`src/core/oss_consts.vh`:
```
// Purpose: Shared constants of the octal switch serial control block
// Assumes: Included by bare name from the design files
// Notes: Definitions only
`ifndef OSS_CONSTS_VH
`define OSS_CONSTS_VH
// ****************************************
// Widths and reset values
// ****************************************
`define OSS_NCH 8
`define OSS_NPAR 4
`define OSS_LATCH_RST 8'h00
`define OSS_SHIFT_RST 8'h00
`define OSS_DIAG_RST 8'h00
// ****************************************
// Thermal restart timing
// ****************************************
`define OSS_CLK_NS 100
`define OSS_OT_OFF_US 1000
`define OSS_OT_ON_US 100
`define OSS_OT_OFF_CYC ((`OSS_OT_OFF_US * 1000) / `OSS_CLK_NS)
`define OSS_OT_ON_CYC ((`OSS_OT_ON_US * 1000) / `OSS_CLK_NS)
`endif

```
`src/core/oss_sync.v`:
```
// Purpose: Two-stage synchroniser for a bus of asynchronous levels
// Assumes: Inputs come from pins outside the clk_sys domain
// Notes: First stage is read only by the second stage
`timescale 1ns/10ps
`default_nettype none
module oss_sync #(
  parameter W = 1,
  parameter [W-1:0] RST_VAL = {W{1'b0}}
) (
  input wire clk_sys, // System clock
  input wire rst, // Async reset, active high
  input wire ce, // Clock enable
  input wire [W-1:0] d_in, // Asynchronous levels
  output reg [W-1:0] q_ff // Synchronised levels
);
  reg [W-1:0] meta_ff;
  // Two flip-flops in series
  always @(posedge clk_sys or posedge rst) begin
    if (rst) begin
      meta_ff <= RST_VAL;
      q_ff <= RST_VAL;
    end else if (ce) begin
      meta_ff <= d_in;
      q_ff <= meta_ff;
    end
  end
endmodule
`default_nettype wire

```
`src/core/oss_thermal.v`:
```
// Purpose: Per-channel low duty restart cycle under overtemperature
// Assumes: ot_in is already synchronised to clk_sys
// Notes: Off phase then short on phase, repeated while hot
`timescale 1ns/10ps
`default_nettype none
`include "oss_consts.vh"
module oss_thermal #(
  parameter OFF_CYC = `OSS_OT_OFF_CYC,
  parameter ON_CYC = `OSS_OT_ON_CYC
) (
  input wire clk_sys, // System clock
  input wire rst, // Async reset, active high
  input wire ce, // Clock enable
  input wire ot_in, // Overtemperature of this channel
  output wire allow // High when channel may conduct
);
  reg [15:0] cnt_ff;
  reg [15:0] nxt_cnt;
  reg phase_on_ff;
  reg nxt_phase_on;
  // Count off and on phases while hot, idle otherwise
  always @* begin
    nxt_cnt = cnt_ff;
    nxt_phase_on = phase_on_ff;
    if (!ot_in) begin
      nxt_cnt = 16'h0000;
      nxt_phase_on = 1'b0;
    end else if (phase_on_ff ? (cnt_ff >= ON_CYC[15:0] - 16'h0001)
                             : (cnt_ff >= OFF_CYC[15:0] - 16'h0001)) begin
      nxt_cnt = 16'h0000;
      nxt_phase_on = ~phase_on_ff;
    end else begin
      nxt_cnt = cnt_ff + 16'h0001;
    end
  end
  always @(posedge clk_sys or posedge rst) begin
    if (rst) begin
      cnt_ff <= 16'h0000;
      phase_on_ff <= 1'b0;
    end else if (ce) begin
      cnt_ff <= nxt_cnt;
      phase_on_ff <= nxt_phase_on;
    end
  end
  assign allow = ~ot_in | phase_on_ff;
endmodule
`default_nettype wire

```
`src/core/oss_top.v`:
```
// Purpose: Serial control and diagnosis of an eight channel low side switch
// Assumes: SPI master keeps sclk low at cs_n edges and respects lead time
// Notes: Pins are sampled by clk_sys; sclk edges found from samples
`timescale 1ns/10ps
`default_nettype none
`include "oss_consts.vh"
module oss_top #(
  parameter NCH = `OSS_NCH,
  parameter OT_OFF_CYC = `OSS_OT_OFF_CYC,
  parameter OT_ON_CYC = `OSS_OT_ON_CYC
) (
  input wire clk_sys, // System clock, 10 MHz
  input wire rst, // Async reset, active high
  input wire ce, // Clock enable, freezes state when low
  input wire reset_pin_n, // Reset pin, active low
  input wire cs_n, // Chip select pin, active low
  input wire sclk, // Serial clock pin
  input wire si, // Serial data in pin
  input wire [3:0] par_in, // Parallel inputs channels one to four
  input wire [7:0] overload_in, // Per-channel overload or short to supply
  input wire [7:0] open_load_in, // Per-channel open load or short to ground
  input wire [7:0] overtemp_in, // Per-channel overtemperature
  output reg so_o, // Serial data out level
  output reg so_oe_n, // Serial out enable, low drives
  output reg fault_o, // Fault pin level, always low when driven
  output reg fault_oe_n, // Fault pin enable, low pulls low
  output reg [7:0] chan_on // Channel gate drive, one is on
);
  // ****************************************
  // Pin synchronisers
  // ****************************************
  wire [2:0] spi_s;
  wire [4:0] ctl_s;
  wire [7:0] ovl_s;
  wire [7:0] opl_s;
  wire [7:0] ot_s;
  oss_sync #(.W(3), .RST_VAL(3'h4)) u_sync_spi (
    .clk_sys(clk_sys),
    .rst(rst),
    .ce(ce),
    .d_in({cs_n, sclk, si}),
    .q_ff(spi_s)
  );
  oss_sync #(.W(5), .RST_VAL(5'h00)) u_sync_ctl (
    .clk_sys(clk_sys),
    .rst(rst),
    .ce(ce),
    .d_in({reset_pin_n, par_in}),
    .q_ff(ctl_s)
  );
  oss_sync #(.W(24), .RST_VAL(24'h000000)) u_sync_flt (
    .clk_sys(clk_sys),
    .rst(rst),
    .ce(ce),
    .d_in({overload_in, open_load_in, overtemp_in}),
    .q_ff({ovl_s, opl_s, ot_s})
  );
  wire cs_s = spi_s[2];
  wire sclk_s = spi_s[1];
  wire si_s = spi_s[0];
  wire rstp_n_s = ctl_s[4];
  wire [3:0] par_s = ctl_s[3:0];
  // ****************************************
  // Edge detection
  // ****************************************
  reg cs_d_ff;
  reg sclk_d_ff;
  always @(posedge clk_sys or posedge rst) begin
    if (rst) begin
      cs_d_ff <= 1'b1;
      sclk_d_ff <= 1'b0;
    end else if (ce) begin
      cs_d_ff <= cs_s;
      sclk_d_ff <= sclk_s;
    end
  end
  wire cs_fall = cs_d_ff & ~cs_s;
  wire cs_rise = ~cs_d_ff & cs_s;
  wire sel = ~cs_s & ~cs_d_ff;
  wire sclk_fall = sel & sclk_d_ff & ~sclk_s;
  wire sclk_rise = sel & ~sclk_d_ff & sclk_s;
  // ****************************************
  // Fault detection and diagnosis register
  // ****************************************
  reg [7:0] latch_ff;
  reg [7:0] diag_ff;
  reg [7:0] nxt_diag;
  wire [7:0] fault_now;
  wire [7:0] cmd_on;
  wire cs_rise_ok;
  // Live fault: overload while commanded on, open load while off, or overtemperature
  assign fault_now = (ovl_s & cmd_on) | (opl_s & ~cmd_on) | ot_s;
  // Diagnosis sticky bits; a new fault wins over the cs rise clear
  always @* begin
    nxt_diag = diag_ff | fault_now;
    if (cs_rise_ok) begin
      nxt_diag = fault_now;
    end
  end
  // ****************************************
  // Shift register and transfer control
  // ****************************************
  reg [7:0] shift_ff;
  reg [7:0] nxt_shift;
  reg [7:0] nxt_latch;
  reg got_clk_ff;
  reg nxt_got_clk;
  reg so_bit_ff;
  reg nxt_so_bit;
  assign cs_rise_ok = cs_rise & got_clk_ff;
  // Capture, shift and transfer
  always @* begin
    nxt_shift = shift_ff;
    nxt_latch = latch_ff;
    nxt_got_clk = got_clk_ff;
    nxt_so_bit = so_bit_ff;
    if (cs_fall) begin
      // Diag bit is command bit, inverted where faulty
      nxt_shift = latch_ff ^ diag_ff;
      nxt_so_bit = latch_ff[7] ^ diag_ff[7];
      nxt_got_clk = 1'b0;
    end else if (sclk_fall) begin
      nxt_shift = {shift_ff[6:0], si_s};
      nxt_got_clk = 1'b1;
    end else if (sclk_rise) begin
      nxt_so_bit = shift_ff[7];
    end else if (cs_rise_ok) begin
      nxt_latch = shift_ff;
      nxt_got_clk = 1'b0;
    end
  end
  // State registers; reset pin clears shift and latches
  always @(posedge clk_sys or posedge rst) begin
    if (rst) begin
      shift_ff <= `OSS_SHIFT_RST;
      latch_ff <= `OSS_LATCH_RST;
      diag_ff <= `OSS_DIAG_RST;
      got_clk_ff <= 1'b0;
      so_bit_ff <= 1'b0;
    end else if (ce) begin
      if (!rstp_n_s) begin
        shift_ff <= `OSS_SHIFT_RST;
        latch_ff <= `OSS_LATCH_RST;
        diag_ff <= `OSS_DIAG_RST;
        got_clk_ff <= 1'b0;
        so_bit_ff <= 1'b0;
      end else begin
        shift_ff <= nxt_shift;
        latch_ff <= nxt_latch;
        diag_ff <= nxt_diag;
        got_clk_ff <= nxt_got_clk;
        so_bit_ff <= nxt_so_bit;
      end
    end
  end
  // ****************************************
  // Channel drive
  // ****************************************
  wire [7:0] ot_allow;
  genvar g;
  generate
    for (g = 0; g < NCH; g = g + 1) begin : g_ot
      oss_thermal #(.OFF_CYC(OT_OFF_CYC), .ON_CYC(OT_ON_CYC)) u_ot (
        .clk_sys(clk_sys),
        .rst(rst),
        .ce(ce),
        .ot_in(ot_s[g]),
        .allow(ot_allow[g])
      );
    end
  endgenerate
  // Parallel OR on low four, serial only on high four
  assign cmd_on = {latch_ff[7:4], latch_ff[3:0] | par_s};
  // Registered pin outputs
  always @(posedge clk_sys or posedge rst) begin
    if (rst) begin
      chan_on <= 8'h00;
      so_o <= 1'b0;
      so_oe_n <= 1'b1;
      fault_o <= 1'b0;
      fault_oe_n <= 1'b1;
    end else if (ce) begin
      chan_on <= rstp_n_s ? (cmd_on & ot_allow) : 8'h00;
      so_o <= nxt_so_bit;
      so_oe_n <= cs_s;
      fault_o <= 1'b0;
      fault_oe_n <= ~(|nxt_diag);
    end
  end
endmodule
`default_nettype wire

```
`config.mk`:
```
export PLATFORM = sky130hd
export DESIGN_NAME = oss_top
export DESIGN_NICKNAME = d
export VERILOG_FILES = /design/src/core/oss_sync.v /design/src/core/oss_thermal.v /design/src/core/oss_top.v
export VERILOG_INCLUDE_DIRS = /design/src /design/src/core
export SDC_FILE = /design/constraint.sdc
export NUM_CORES = 1
export LEC_CHECK = 0
export BUFFER_PORTS_ARGS = -buffer_cell sky130_fd_sc_hd__buf_2
export CORE_AREA = 5 5 159 161
export CTS_CLUSTER_DIAMETER = 50
export DETAILED_ROUTE_END_ITERATION = 7
export DIE_AREA = 0 0 164 166
export PLACE_DENSITY = 0.63
export SLEW_MARGIN = 20
export SYNTH_ARGS = -nofsm -noshare
export SYNTH_HDL_FRONTEND = slang
export SYNTH_SLANG_ARGS = --single-unit
```
`constraint.sdc`:
```
create_clock -name clk_sys -period 10.1 [get_ports clk_sys]
set_input_delay 2.02 -clock clk_sys [delete_from_list [all_inputs] [get_ports clk_sys]]
set_output_delay 2.02 -clock clk_sys [all_outputs]
set_load 0.1 [all_outputs]
```
# == Yosys cells after proc, flatten, opt, wreduce, memory -nomap -nowiden ==
# Index checks and enable logic that the tools add are counted.
# op_classes
eq_ne,15
muxes,60
addsub,8
bitwise_logic,47
n_reduce_logical,12
magnitude_cmp,16
# op_table
op,n
2-to-1 mux 16 bit,16
"adder 16 x 1 -> 16 bit, second input constant",8
">= comparator 16 x 10 -> 1 bit, second input constant",8
">= comparator 16 x 14 -> 1 bit, second input constant",8
2-to-1 mux 8 bit,11
2-to-1 mux 1 bit,33
AND 8 bit,3
OR 8 bit,3
NOT 1 bit,21
AND reduction 2 bit,9
"inequality test 2 x 1 -> 1 bit, second input constant",8
AND 1 bit,8
"inequality test 2 bit, second input constant",4
"inequality test 4 bit, second input constant",2
NOT 8 bit,1
OR 1 bit,8
OR reduction 8 bit,1
bitwise XOR 8 bit,1
AND reduction 5 bit,1
OR 4 bit,1
"inequality test 3 bit, second input constant",1
AND reduction 3 bit,1
bitwise XOR 1 bit,1
# totals
input_bits,35
reg_bits,238
output_inout_bits,12

# == Logic depth before layout (Yosys ltp) ==
# Gate-level depths: netlist (run 1).
# depth
ltp_word,9
depth_mapped,8
ltp_nobuf,6

# == Modules after synthesis ==
# A second synthesis (run 1) with hierarchy kept.
# hier_totals
hier_cells,1157
hier_area_um2,12340.6
# modules_own_cells
mod,instances,cells_per_inst,area_per_inst_um2
oss_thermal,8,102,977.2
oss_top,1,203,1985.7
oss_sync at u_sync_flt,1,102,1864.3
oss_sync at u_sync_ctl,1,22,415.4
oss_sync at u_sync_spi,1,14,257.7

# == Least setup slack after synthesis (run 1) ==
# Ideal clock, no wire load.
# synth_timing
path_kind,input-to-reg
from,in ce
to,reg u_sync_flt.meta_ff[0]
arrival_ps,3195
path_slack_ps,6780
stages,5
path_cell_list,buf_2 > buf_2 > clkbuf_1 > buf_2 > mux2_2
# synth_rtl
item,line_no,source
start: declaration,oss_top.v:14,"input wire ce,"
end signal: assignment,oss_sync.v:23,meta_ff <= d_in;
end: declaration,oss_sync.v:16,reg [W-1:0] meta_ff;
# No word-level cell between the ends.

==> metrics.md, run 1 <==
| Metric | Value |
|---|---|
| Hold_ws | 0.495 ns |
| CTS H-tree depth | 1 |
| DR iter-0 viols | between 400 and 500 |
| Area grow syn2layout | 13.2% |
| TritonCTS clock tree | yes |
| DRC errors left | 0 |
| Post-layout util | 0.544 |
| # IOs | 47 |
| Cells after Synth | 1106 |
| Tmin final | between 4 and 5 ns |
| IO Port Bufs | 45 |
| Setup TNS | 0 ns |
| CP Capture Type | flop |
| CTS Buf Count | 31 |
| Vias in the first global route | approximately 8100 |
| Worst-Margin Slew | ~1 ns |
| Yosys warning count | 0 |
| Leading area contributor after synthesis | dfrtp_1 |
| Final hold viol count | 0 |
| Wire per inst | roughly 15 µm |
| Starting Density | 0.481 |
| Clock Sinks | 238 |
| WP data required | about 11 ns |
| Psw | 746 µW |
| Final #Nets | approximately 1200 |
| Syn Nets | approximately 1100 |
| Gp weighted congestion | roughly 0.84 |
| Crit Path Max Fanout | 66 |
| Max_cap viols | 0 |
| Yosys reg bits | around 240 |
| FF-to-FF End | g_ot[0].u_ot.phase_on_ff |
| Largest net degree at the start of global routing | 96 |
| Root Buffer | clkbuf_16 |
| Die footprint | 27200 µm² |
| N_diodes | 0 |
| Register-to-Register Path Depth | 6 |
| Hold_buf cts | 0 |
| Worst r2r src | g_ot[0].u_ot.cnt_ff[0] |
| Remaining global-route overflow | 0 |
| Total Wirelength | 23200 µm |
| Total Power | ~2.6 mW |
| Post-Route Skew | 0.0141 ns |
| Final Slew Violations | 0 |
| Register area share after synthesis | 0.520 |
| Antenna violations before repair | 0 |
| Top cells by area, synth | dfrtp_1, mux2_2, nand2_1, nor2_1, xor2_1 |
| Fin cells | 1498 |
| Final period util | 0.427 |
| Min-delay src | g_ot[5].u_ot.cnt_ff[15] |
| Worst min-delay path class | flop to flop |
| Worst Setup Start Kind | input pin |
| Post-cts resize count | 0 |
| Worst IR Drop VDD | around 0.17 mV |
| Setup slack, reg-to-reg | about 7.5 ns |
| Clock buffer depth | 3 |
| Hold endpoint | g_ot[5].u_ot.cnt_ff[15] |
| Core Region | about 24000 µm² |
| Leakage | 5.68 nW |
| Primary FF master, synth | dfrtp_1 |
| First-pass iteration count of the detailed router | 5 |
| WS Path Type | input pin to flop |
| Status | complete, no violations |
| Gr usage total | 0.175 |
| Switching share of power | 0.286 |
| Setup violations, final | 0 |
| Worst path arrival time | roughly 4.7 ns |
| Clock power frac | 0.410 |
| Async set-reset flop share out of synthesis | 1.00 |
| First-pass GRT wire length | approximately 41000 µm |
| Num rows | 57 |
| Slew headroom | 0.337 |
| Max Freq | 232 MHz |
| Share of cells above drive strength 1 | 0.168 |
| Die height | approximately 170 µm |
| Vias | just over 8000 |
| Die X | between 150 and 200 µm |
| Via density | 5.53 |
| Synth cell types | 76 |
| Power Internal | ~1.9 mW |
| Comb pwr share | 0.139 |
| Reg power frac | 0.450 |
| Worst skew pair latency | around 0.55 ns |
| Number of cells after detailed placement | approximately 1400 |
| Power per cell area | between 200 and 250 nW/µm² |
| Share of the synthesized area in the top cell type | 0.511 |
| Reg clk slew, reported paths | 0.06 ns |
| Hold depth | 2 |
| DPL Wire Length | 15400 µm |
| Post-CTS setup buffers | 0 |
| Area of the mapped netlist | roughly 11000 µm² |
| DRT antenna net count | 0 |
| Syn Area/Cell | between 10 and 15 µm² |
| Unrepaired setup endpoints after global routing | no |
| Number of synthesized flops with an enable pin | 0 |
==> worst max-delay path, stage by stage <==
cell	delay (ns)
buf_4	0.25
buf_4	0.64
buf_4	0.60
nand3_1	0.26
nor3_1	0.49
and3_1	0.24
xnor2_1	0.12
nor2_1	0.05
==> worst max-delay path by stage <==
stage                     from                      end  slack, ns  cells past startpoint
final                       ce  g_ot[7].u_ot.cnt_ff[10]       5.79                      8
after global routing        ce  g_ot[7].u_ot.cnt_ff[10]       5.56                      8
after CTS                   ce  g_ot[7].u_ot.cnt_ff[12]       5.82                      8
after detailed placement    ce  g_ot[7].u_ot.cnt_ff[12]       5.23                      8
after global placement      ce  g_ot[7].u_ot.cnt_ff[10]       5.24                      8
after floorplan            rst               chan_on[0]       1.56                      1
==> per-layer routing <==
layer  share of wire  GRT usage  vias up
met5               0          0        -
met1            0.49      0.257     4063
li1                -          -     4055
met3           0.033     0.0263       37
met2            0.46      0.273      128
met4           0.023     0.0481        0
==> cell families after synthesis <==
kind of cell	share of synthesized area
other	0.000327
XOR/XNOR	0.0558
AO/OA/AOI/OAI	0.128
AND/OR/NAND/NOR	0.186
adder cells (fa/ha/maj)	0.00874
multiplexers	0.0725
flip-flops	0.520
buffers and inverters	0.0287
==> power by group through the flow <==
stage                     clock [mW]  combinational, mW  sequential (mW)
after floorplan                    0              0.270             1.19
after global placement             0              0.359             1.19
after detailed placement           0              0.368             1.19
after CTS                       1.10              0.369             1.18
after global routing            1.15              0.409             1.19
final                           1.07              0.363             1.18
==> cell usage in the layout (no fill, tap or decap), types with 9 or more instances in the layout <==
cell type  Yosys  layout
dfrtp_1      234     234
nand2_1      123     123
nor2_1       119     119
mux2_2        71      71
nand3_1       47      47
o21ai_0       46      46
buf_2         13      44
xor2_1        37      37
xnor2_1       36      36
inv_1         34      32
clkbuf_16      0      31
and3_1        25      25
nor4_1        23      23
nor2b_1       21      21
a31oi_1       20      20
a21oi_1       20      20
a211oi_1      15      15
nor3_1        15      15
a22o_1        14      14
nand4_1       14      14
o2bb2ai_1     12      12
o211ai_1      10      10
o31ai_1        9       9
==> final cells by class <==
| type | instances | area, µm² |
|---|---|---|
| Clock inverter | 17 | 166 |
| Inverter | 34 | 135 |
| Clock buffer | 41 | 863 |
| Timing Repair Buffer | 50 | 265 |
| Multi-Input combinational cell | 794 | 5160 |
| Fill cell | 2191 | 10900 |
| Sequential cell | 238 | 5960 |
| Tap cell | 324 | 405 |
==> synth_stat cells (9+ instances only) <==
cell type / number
nor4_1: 23
clkbuf_1: 13
nand3_1: 47
nor2b_1: 21
a31oi_1: 20
o21ai_0: 46
o2bb2ai_1: 12
buf_2: 13
nor3_1: 15
inv_1: 34
xnor2_1: 36
nand4_1: 14
nand2_1: 123
a21oi_1: 20
dfrtp_1: 234
mux2_2: 71
a22o_1: 14
and3_1: 25
o211ai_1: 10
xor2_1: 37
nor2_1: 119
o31ai_1: 9
a211oi_1: 15
==> through the flow <==
| stage | instance area [µm²] | setup slack [ns] |
|---|---|---|
| 2_1_floorplan | 11500 | 1.56 |
| 4_1_cts | 13000 | 5.82 |
| 5_1_grt | 13000 | 5.56 |
| 3_5_place_dp | 11900 | 5.23 |
| 6_report | 13000 | 5.79 |
| 3_3_place_gp | 11900 | 5.24 |
==> flip-flops by register name, summed over array words and instances, names as in the netlist, 3 cells and up <==
register               cells
shift_ff                   8
u_sync_ctl.meta_ff         5
u_sync_spi.q_ff            3
g_ot.u_ot.cnt_ff         128
u_sync_flt.meta_ff        24
latch_ff                   8
u_sync_ctl.q_ff            5
u_sync_flt.q_ff           24
diag_ff                    8
chan_on                    8
g_ot.u_ot.phase_on_ff      8
u_sync_spi.meta_ff         3
(Power assumes the default switching activity.)
==> run 2: changes to the inputs <==
ABC_AREA = 1   (was not set)
CORE_AREA = 5 5 161 163   (was 5 5 159 161)
DIE_AREA = 0 0 166 168   (was 0 0 164 166)
PLACE_DENSITY = 0.66   (was 0.63)
clock period = 3.5 ns   (was 10.1 ns; I/O delays follow)
==> metrics.md, run 2 <==
| Metric | Value |
|---|---|
| Cell Area, Placed | 12200 µm² |
| Die X | approximately 170 µm |
| Vias | between 9000 and 10000 |
| Commonest cells after routing, fill and taps aside | nand2_1, dfrtp_1, nor2_1, inv_1 |
| Max_cap viols | 0 |
| Primary FF master, synth | dfrtp_1 |
| Power per cell area | roughly 530 nW/µm² |
| Worst IR Drop VDD | approximately 0.32 mV |
| Setup slack, reg-to-reg | roughly 1.4 ns |
| Total Wirelength | 24400 µm |
| Worst Setup Start Kind | flop |
| First-pass iteration count of the detailed router | 5 |
| Starting Density | 0.486 |
| Max reg flops | 128 |
| DRT antenna net count | 0 |
| N_diodes | 0 |
| Share of cells above drive strength 1 | 0.104 |
| First-pass GRT wire length | ~43000 µm |
| CP Capture Type | output port |
| Post-layout util | 0.548 |
| Compound-Gate Fraction of Synth Area | 0.0891 |
| Top cells by area, synth | dfrtp_1, nand2_1, nor2_1, inv_1, nand3_1 |
| Final #Nets | 1518 |
| Slowest stage delay, CP | ~0.57 ns |
| Clock buffer depth | 3 |
| Vias in the first global route | between 9000 and 10000 |
| Register-to-Register Path Depth | 8 |
| FF-to-FF End | latch_ff[6] |
| Post-cts resize count | 0 |
| Largest regs | g_ot.u_ot.cnt_ff x128, u_sync_flt.meta_ff x24, u_sync_flt.q_ff x24 |
| Top reg by flops | g_ot.u_ot.cnt_ff |
| Most common cell in the netlist | nand2_1 |
| Synth cell types | 44 |
| Slew headroom | 0.559 |
| Met2 Use GR | 0.285 |
| Most common library cells after synthesis | nand2_1, dfrtp_1, nor2_1 |
| CTS H-tree depth | 1 |
| Crit path depth | 1 |
| Hold_ws | 0.229 ns |
| Post-Route Skew | approximately 0.019 ns |
| CTS Buf Count | 29 |
| Bufs and invs on worst path | 1 |
| Simple-Gate Fraction of Synth Area | 0.266 |
| Setup violations, final | 0 |
| Leading area contributor after synthesis | dfrtp_1 |
| DR iter-0 viols | 644 |
| Adder-Cell Fraction of Synth Area | 0.00852 |
| Worst-Margin Slew | roughly 0.66 ns |
| Unrepaired setup endpoints after global routing | no |
| Die height | about 170 µm |
| Async set-reset flop share out of synthesis | 1.00 |
| IO Port Bufs | 45 |
| Antenna violations before repair | 0 |
| GRT met3 Usage | 0.0234 |
| Wire per inst | roughly 13 µm |
| Fin cells | 1820 |
| Tmin final | 2.25 ns |
| Crit Path Max Fanout | 5 |
| Cells after Synth | 1438 |
| Worst min-delay path class | input pin to async pin |
| Die footprint | 27900 µm² |
| Leakage | 6.31 nW |
| Gp weighted congestion | approximately 0.83 |
| DRC errors left | 0 |
| Most common cell after layout, fill and taps aside | nand2_1 |
| Largest family of logic cells by synthesized area | simple AND/OR/NAND/NOR gates |
| Max Freq | about 440 MHz |
| Yosys warning count | 0 |
| Met1 GRT Util | 0.261 |
| GRT busiest layer | met2 |
| Largest net degree at the start of global routing | ~130 |
| Register area share after synthesis | 0.507 |
| Area of the mapped netlist | approximately 12000 µm² |
| Gr usage total | 0.178 |
| Critical Path, Cell by Cell | buf_2 |
| Number of cells after detailed placement | about 1800 |
| DPL Wire Length | approximately 16000 µm |
| Hold_buf cts | 0 |
| Worst skew pair latency | 0.54 ns |
| Clock Sinks | between 200 and 250 |
| Root Buffer | clkbuf_16 |
| Syn Nets | 1481 |
| Remaining global-route overflow | 0 |
| Final hold viol count | 0 |
| Post-CTS setup buffers | 0 |
| Area grow syn2layout | 12.7% |
| # IOs | 47 |
| Worst path arrival time | 1.55 ns |
| CP max stage cell | dfstp_2 |
| Share of the synthesized area in the top cell type | 0.498 |
| Crit-path leading delay family | flip-flops |
| Synth Area in XOR/XNOR | 0.0544 |
| Final Slew Violations | 0 |
| Post-synthesis mux area share | 0 |
| Final period util | 0.644 |
| Worst r2r src | u_sync_spi.q_ff[2] |
| Finished Cell Area | 13200 µm² |
| WP data required | ~2.8 ns |
| WS Path Type | flop to output port |
| Num rows | 57 |
| Yosys reg bits | about 240 |
| Status | complete, no violations |
| Core Region | 24200 µm² |
| Reg clk slew, reported paths | 0.06 ns |
| TritonCTS clock tree | yes |
| Number of synthesized flops with an enable pin | 0 |
| Via density | about 5.1 |
| Syn Area/Cell | between 8 and 9 µm² |
## run 2: cell types whose count changed in the layout (fill, tap and decap cells not counted), moves of 20 or more
cell	delta
a21oi_1	+38
and3_1	-24
inv_1	+109
mux2_2	-71
nand2_1	+267
nand3_1	+48
nor2_1	+37
nor2b_1	-20
nor4_1	-23
o21ai_0	+49
## run 2: kinds of logic after synthesis
group                    Yosys count
buffers and inverters            198
adder cells (fa/ha/maj)            8
flip-flops                       238
AO/OA/AOI/OAI                    193
XOR/XNOR                          73
AND/OR/NAND/NOR                  727
other                              1
## run 2: area by class of cell
cell class | instances | area [µm²]
Clock buffer | 38 | 800
Clock inverter | 14 | 244
Fill cell | 2218 | 10900
Inverter | 147 | 557
Multi-Input combinational cell | 1002 | 4910
Sequential cell | 238 | 5960
Tap cell | 324 | 405
Timing Repair Buffer | 57 | 359
## run 2: how the worst max path moves through the flow
stage / startpoint / endpoint
5_1_grt: so_oe_n / so_oe_n
6_report: so_oe_n / so_oe_n
3_5_place_dp: ce / g_ot[4].u_ot.cnt_ff[0]
2_1_floorplan: rst / chan_on[0]
4_1_cts: so_oe_n / so_oe_n
3_3_place_gp: ce / g_ot[4].u_ot.cnt_ff[0]
## run 2: per-stage QoR
step | worst slack, ns | setup TNS (ns) | power, mW
detailed placement | 1.04 | 0 | 3.80
floorplan | -0.317 | -74.08 | 3.62
finish | 1.25 | 0 | 6.97
global placement | 1.09 | 0 | 3.78
CTS | 1.22 | 0 | 7.06
global route | 1.20 | 0 | 7.30
## run 2: per-layer routing
| metal | share of wire | vias to the layer above |
|---|---|---|
| li1 | - | 4663 |
| met1 | 0.49 | 4353 |
| met2 | 0.45 | 147 |
| met3 | 0.036 | 42 |
| met4 | 0.021 | 0 |
| met5 | 0 | - |
## run 2: worst reg2reg max path, delay by kind of cell (launching register included)
kind                   cells  cell delay, ns
flip-flops                 1            0.54
buffers and inverters      3            0.54
AO/OA/AOI/OAI              2            0.48
AND/OR/NAND/NOR            3            0.47
## run 2: report_power, final
part | internal (mW) | switching [mW]
clock network | 2.05 | 1.17
registers | 2.93 | 0.137
logic | 0.196 | 0.482
==> run 3: changes to the inputs <==
ABC_AREA = 0   (was 1)
CORE_AREA = 5 5 159 161   (was 5 5 161 163)
DIE_AREA = 0 0 164 166   (was 0 0 166 168)
clock period = 1.8 ns   (was 3.5 ns; I/O delays follow)
==> metrics.md, run 3 (same netlist as run 1, synthesis figures left out) <==
| Metric | Value |
|---|---|
| Status | finished with violations |
| Failing checks | negative setup slack |
| Max Freq | 551 MHz |
| CTS Buf Count | 30 |
| Final WS setup | -0.0151 ns |
| Most common cell after layout, fill and taps aside | dfrtp_1 |
| Vias in the first global route | ~8800 |
| Final hold viol count | 0 |
| Root Buffer | clkbuf_16 |
| Crit Path Max Fanout | 3 |
| Reg clk slew, reported paths | approximately 0.06 ns |
| Largest regs | g_ot.u_ot.cnt_ff x128, u_sync_flt.meta_ff x24, u_sync_flt.q_ff x24 |
| Area grow syn2layout | 28.9% |
| Worst min-delay path class | input pin to flop |
| Total Wirelength | 25900 µm |
| CTS H-tree depth | 1 |
| Post-Route Skew | between 0.01 and 0.015 ns |
| Hold_ws | about 0.023 ns |
| Worst skew pair latency | approximately 0.57 ns |
| Worst path arrival time | roughly 2.3 ns |
| Final #Nets | 1338 |
| Clock Sinks | 238 |
| WP data required | about 2.2 ns |
| TritonCTS clock tree | yes |
| Max reg flops | ~130 |
| Gr usage total | 0.188 |
| Antenna violations before repair | 0 |
| Register-to-Register Path Depth | 7 |
| Via density | around 5.5 |
| Max_cap viols | 0 |
| DRC errors left | 0 |
| Leakage | between 6 and 7 nW |
| Top reg by flops | g_ot.u_ot.cnt_ff |
| Setup slack, reg-to-reg | -0.02 ns |
| Slowest stage delay, CP | about 0.38 ns |
| Finished Cell Area | approximately 15000 µm² |
| Starting Density | 0.481 |
| Clock buffer depth | 3 |
| Slew headroom | 0.540 |
| Worst Setup Start Kind | flop |
| Gp weighted congestion | about 0.80 |
| Bufs and invs on worst path | 1 |
| WS Path Type | flop to flop |
| Vias | roughly 9000 |
| Final period util | 1.01 |
| DPL Wire Length | 17700 µm |
| Cell Area, Placed | 13100 µm² |
| Commonest cells after routing, fill and taps aside | dfrtp_1, nand2_1, buf_4, nor2_1, mux2_2 |
| Unrepaired setup endpoints after global routing | yes |
| CP max stage cell | dfrtp_1 |
| Hold depth | 2 |
| Die footprint | 27200 µm² |
| # IOs | 47 |
| Wire per inst | 15.8 µm |
| Die height | 166 µm |
| Die X | between 150 and 200 µm |
| Remaining global-route overflow | 0 |
| Largest net degree at the start of global routing | 41 |
| Power per cell area | ~1100 nW/µm² |
| DRT antenna net count | 0 |
| N_diodes | 0 |
| Setup violations, final | 1 |
| Crit-path leading delay family | compound AO/OA/AOI/OAI gates |
| Crit path depth | 7 |
| Critical Path, Cell by Cell | ha_2, a211o_1, and3_1, o211ai_1, buf_4, a21oi_4, mux2_2 |
| CP Capture Type | flop |
| IO Port Bufs | between 40 and 50 |
| Fillcell total | approximately 1900 |
| Tmin final | between 1.5 and 2 ns |
| Worst IR Drop VDD | between 0.8 and 0.9 mV |
| Share of cells above drive strength 1 | 0.303 |
| Worst-Margin Slew | between 0.6 and 0.7 ns |
| DR iter-0 viols | approximately 550 |
| First-pass GRT wire length | between 40000 and 50000 µm |
| Final Slew Violations | 0 |
| Core Region | around 24000 µm² |
| First-pass iteration count of the detailed router | 7 |
| Num rows | 57 |
## run 3: cell count changes in the layout (fill, tap and decap cells not counted), moves of 17 or more
cell,change
inv_1,-109
a21oi_1,-43
and3_1,+24
nor2b_1,+19
nand2_1,-268
a31oi_1,+17
nor2_1,-55
buf_4,+113
nand3_1,-52
o21ai_0,-52
mux2_2,+69
nor4_1,+18
## run 3: routing by layer
layer | up-vias | GRT usage | share of wire
met4 | 0 | 0.0470 | 0.021
met1 | 4446 | 0.273 | 0.47
li1 | 4344 | - | -
met3 | 41 | 0.0285 | 0.034
met2 | 142 | 0.299 | 0.47
met5 | - | 0 | 0
## run 3: area by class of cell
| class | instances | area [µm²] | share of cell area |
|---|---|---|---|
| sequential | 238 | 5960 | 0.404 |
| multi-input combinational | 796 | 5580 | 0.378 |
| timing repair buffer | 195 | 1610 | 0.109 |
| clock buffer | 38 | 851 | 0.0576 |
| tap | 324 | 405 | 0.0275 |
| clock inverter | 18 | 229 | 0.0155 |
| inverter | 34 | 131 | 0.00890 |
## run 3: worst paths after layout
check	from	to
worst min register to register	g_ot[5].u_ot.cnt_ff[15]	g_ot[5].u_ot.cnt_ff[15]
worst min-delay path	overload_in[2]	u_sync_flt.meta_ff[18]
worst max register to register	g_ot[6].u_ot.cnt_ff[1]	g_ot[6].u_ot.phase_on_ff
max in group asynchronous	rst	so_oe_n
min in group asynchronous	rst	chan_on[5]
worst max-delay path	g_ot[6].u_ot.cnt_ff[1]	g_ot[6].u_ot.phase_on_ff
## run 3: where the power goes
part,switching (mW),internal [mW],total (mW)
Sequential,0.624,5.95,6.57
Clock,2.45,3.82,6.27
Combinational,1.45,1.37,2.82
Total,4.52,11.1,15.7
## run 3: timing repair
action,in CTS,in global routing
hold buffers,7,2
hold endpoints to repair,8,2
resized for setup,12,79
setup endpoints to repair,14,104
gates cloned,0,4
buffers inserted,5,14
pin swaps,6,28
## run 3: per-stage QoR
stage | total power, mW | util | setup TNS, ns | worst slack [ns] | instances
after floorplan | 8.21 | - | -396.14 | -1.68 | 1106
after global placement | 9.16 | 0.548 | 0 | 0.0144 | 1556
after detailed placement | 9.22 | 0.548 | -0.205 | -0.0760 | 1556
after CTS | 15.6 | 0.599 | -0.0115 | -0.00677 | 1623
after global routing | 16.4 | 0.620 | -1.73 | -0.0938 | 1643
final | 15.7 | 0.620 | -0.0151 | -0.0151 | 1643
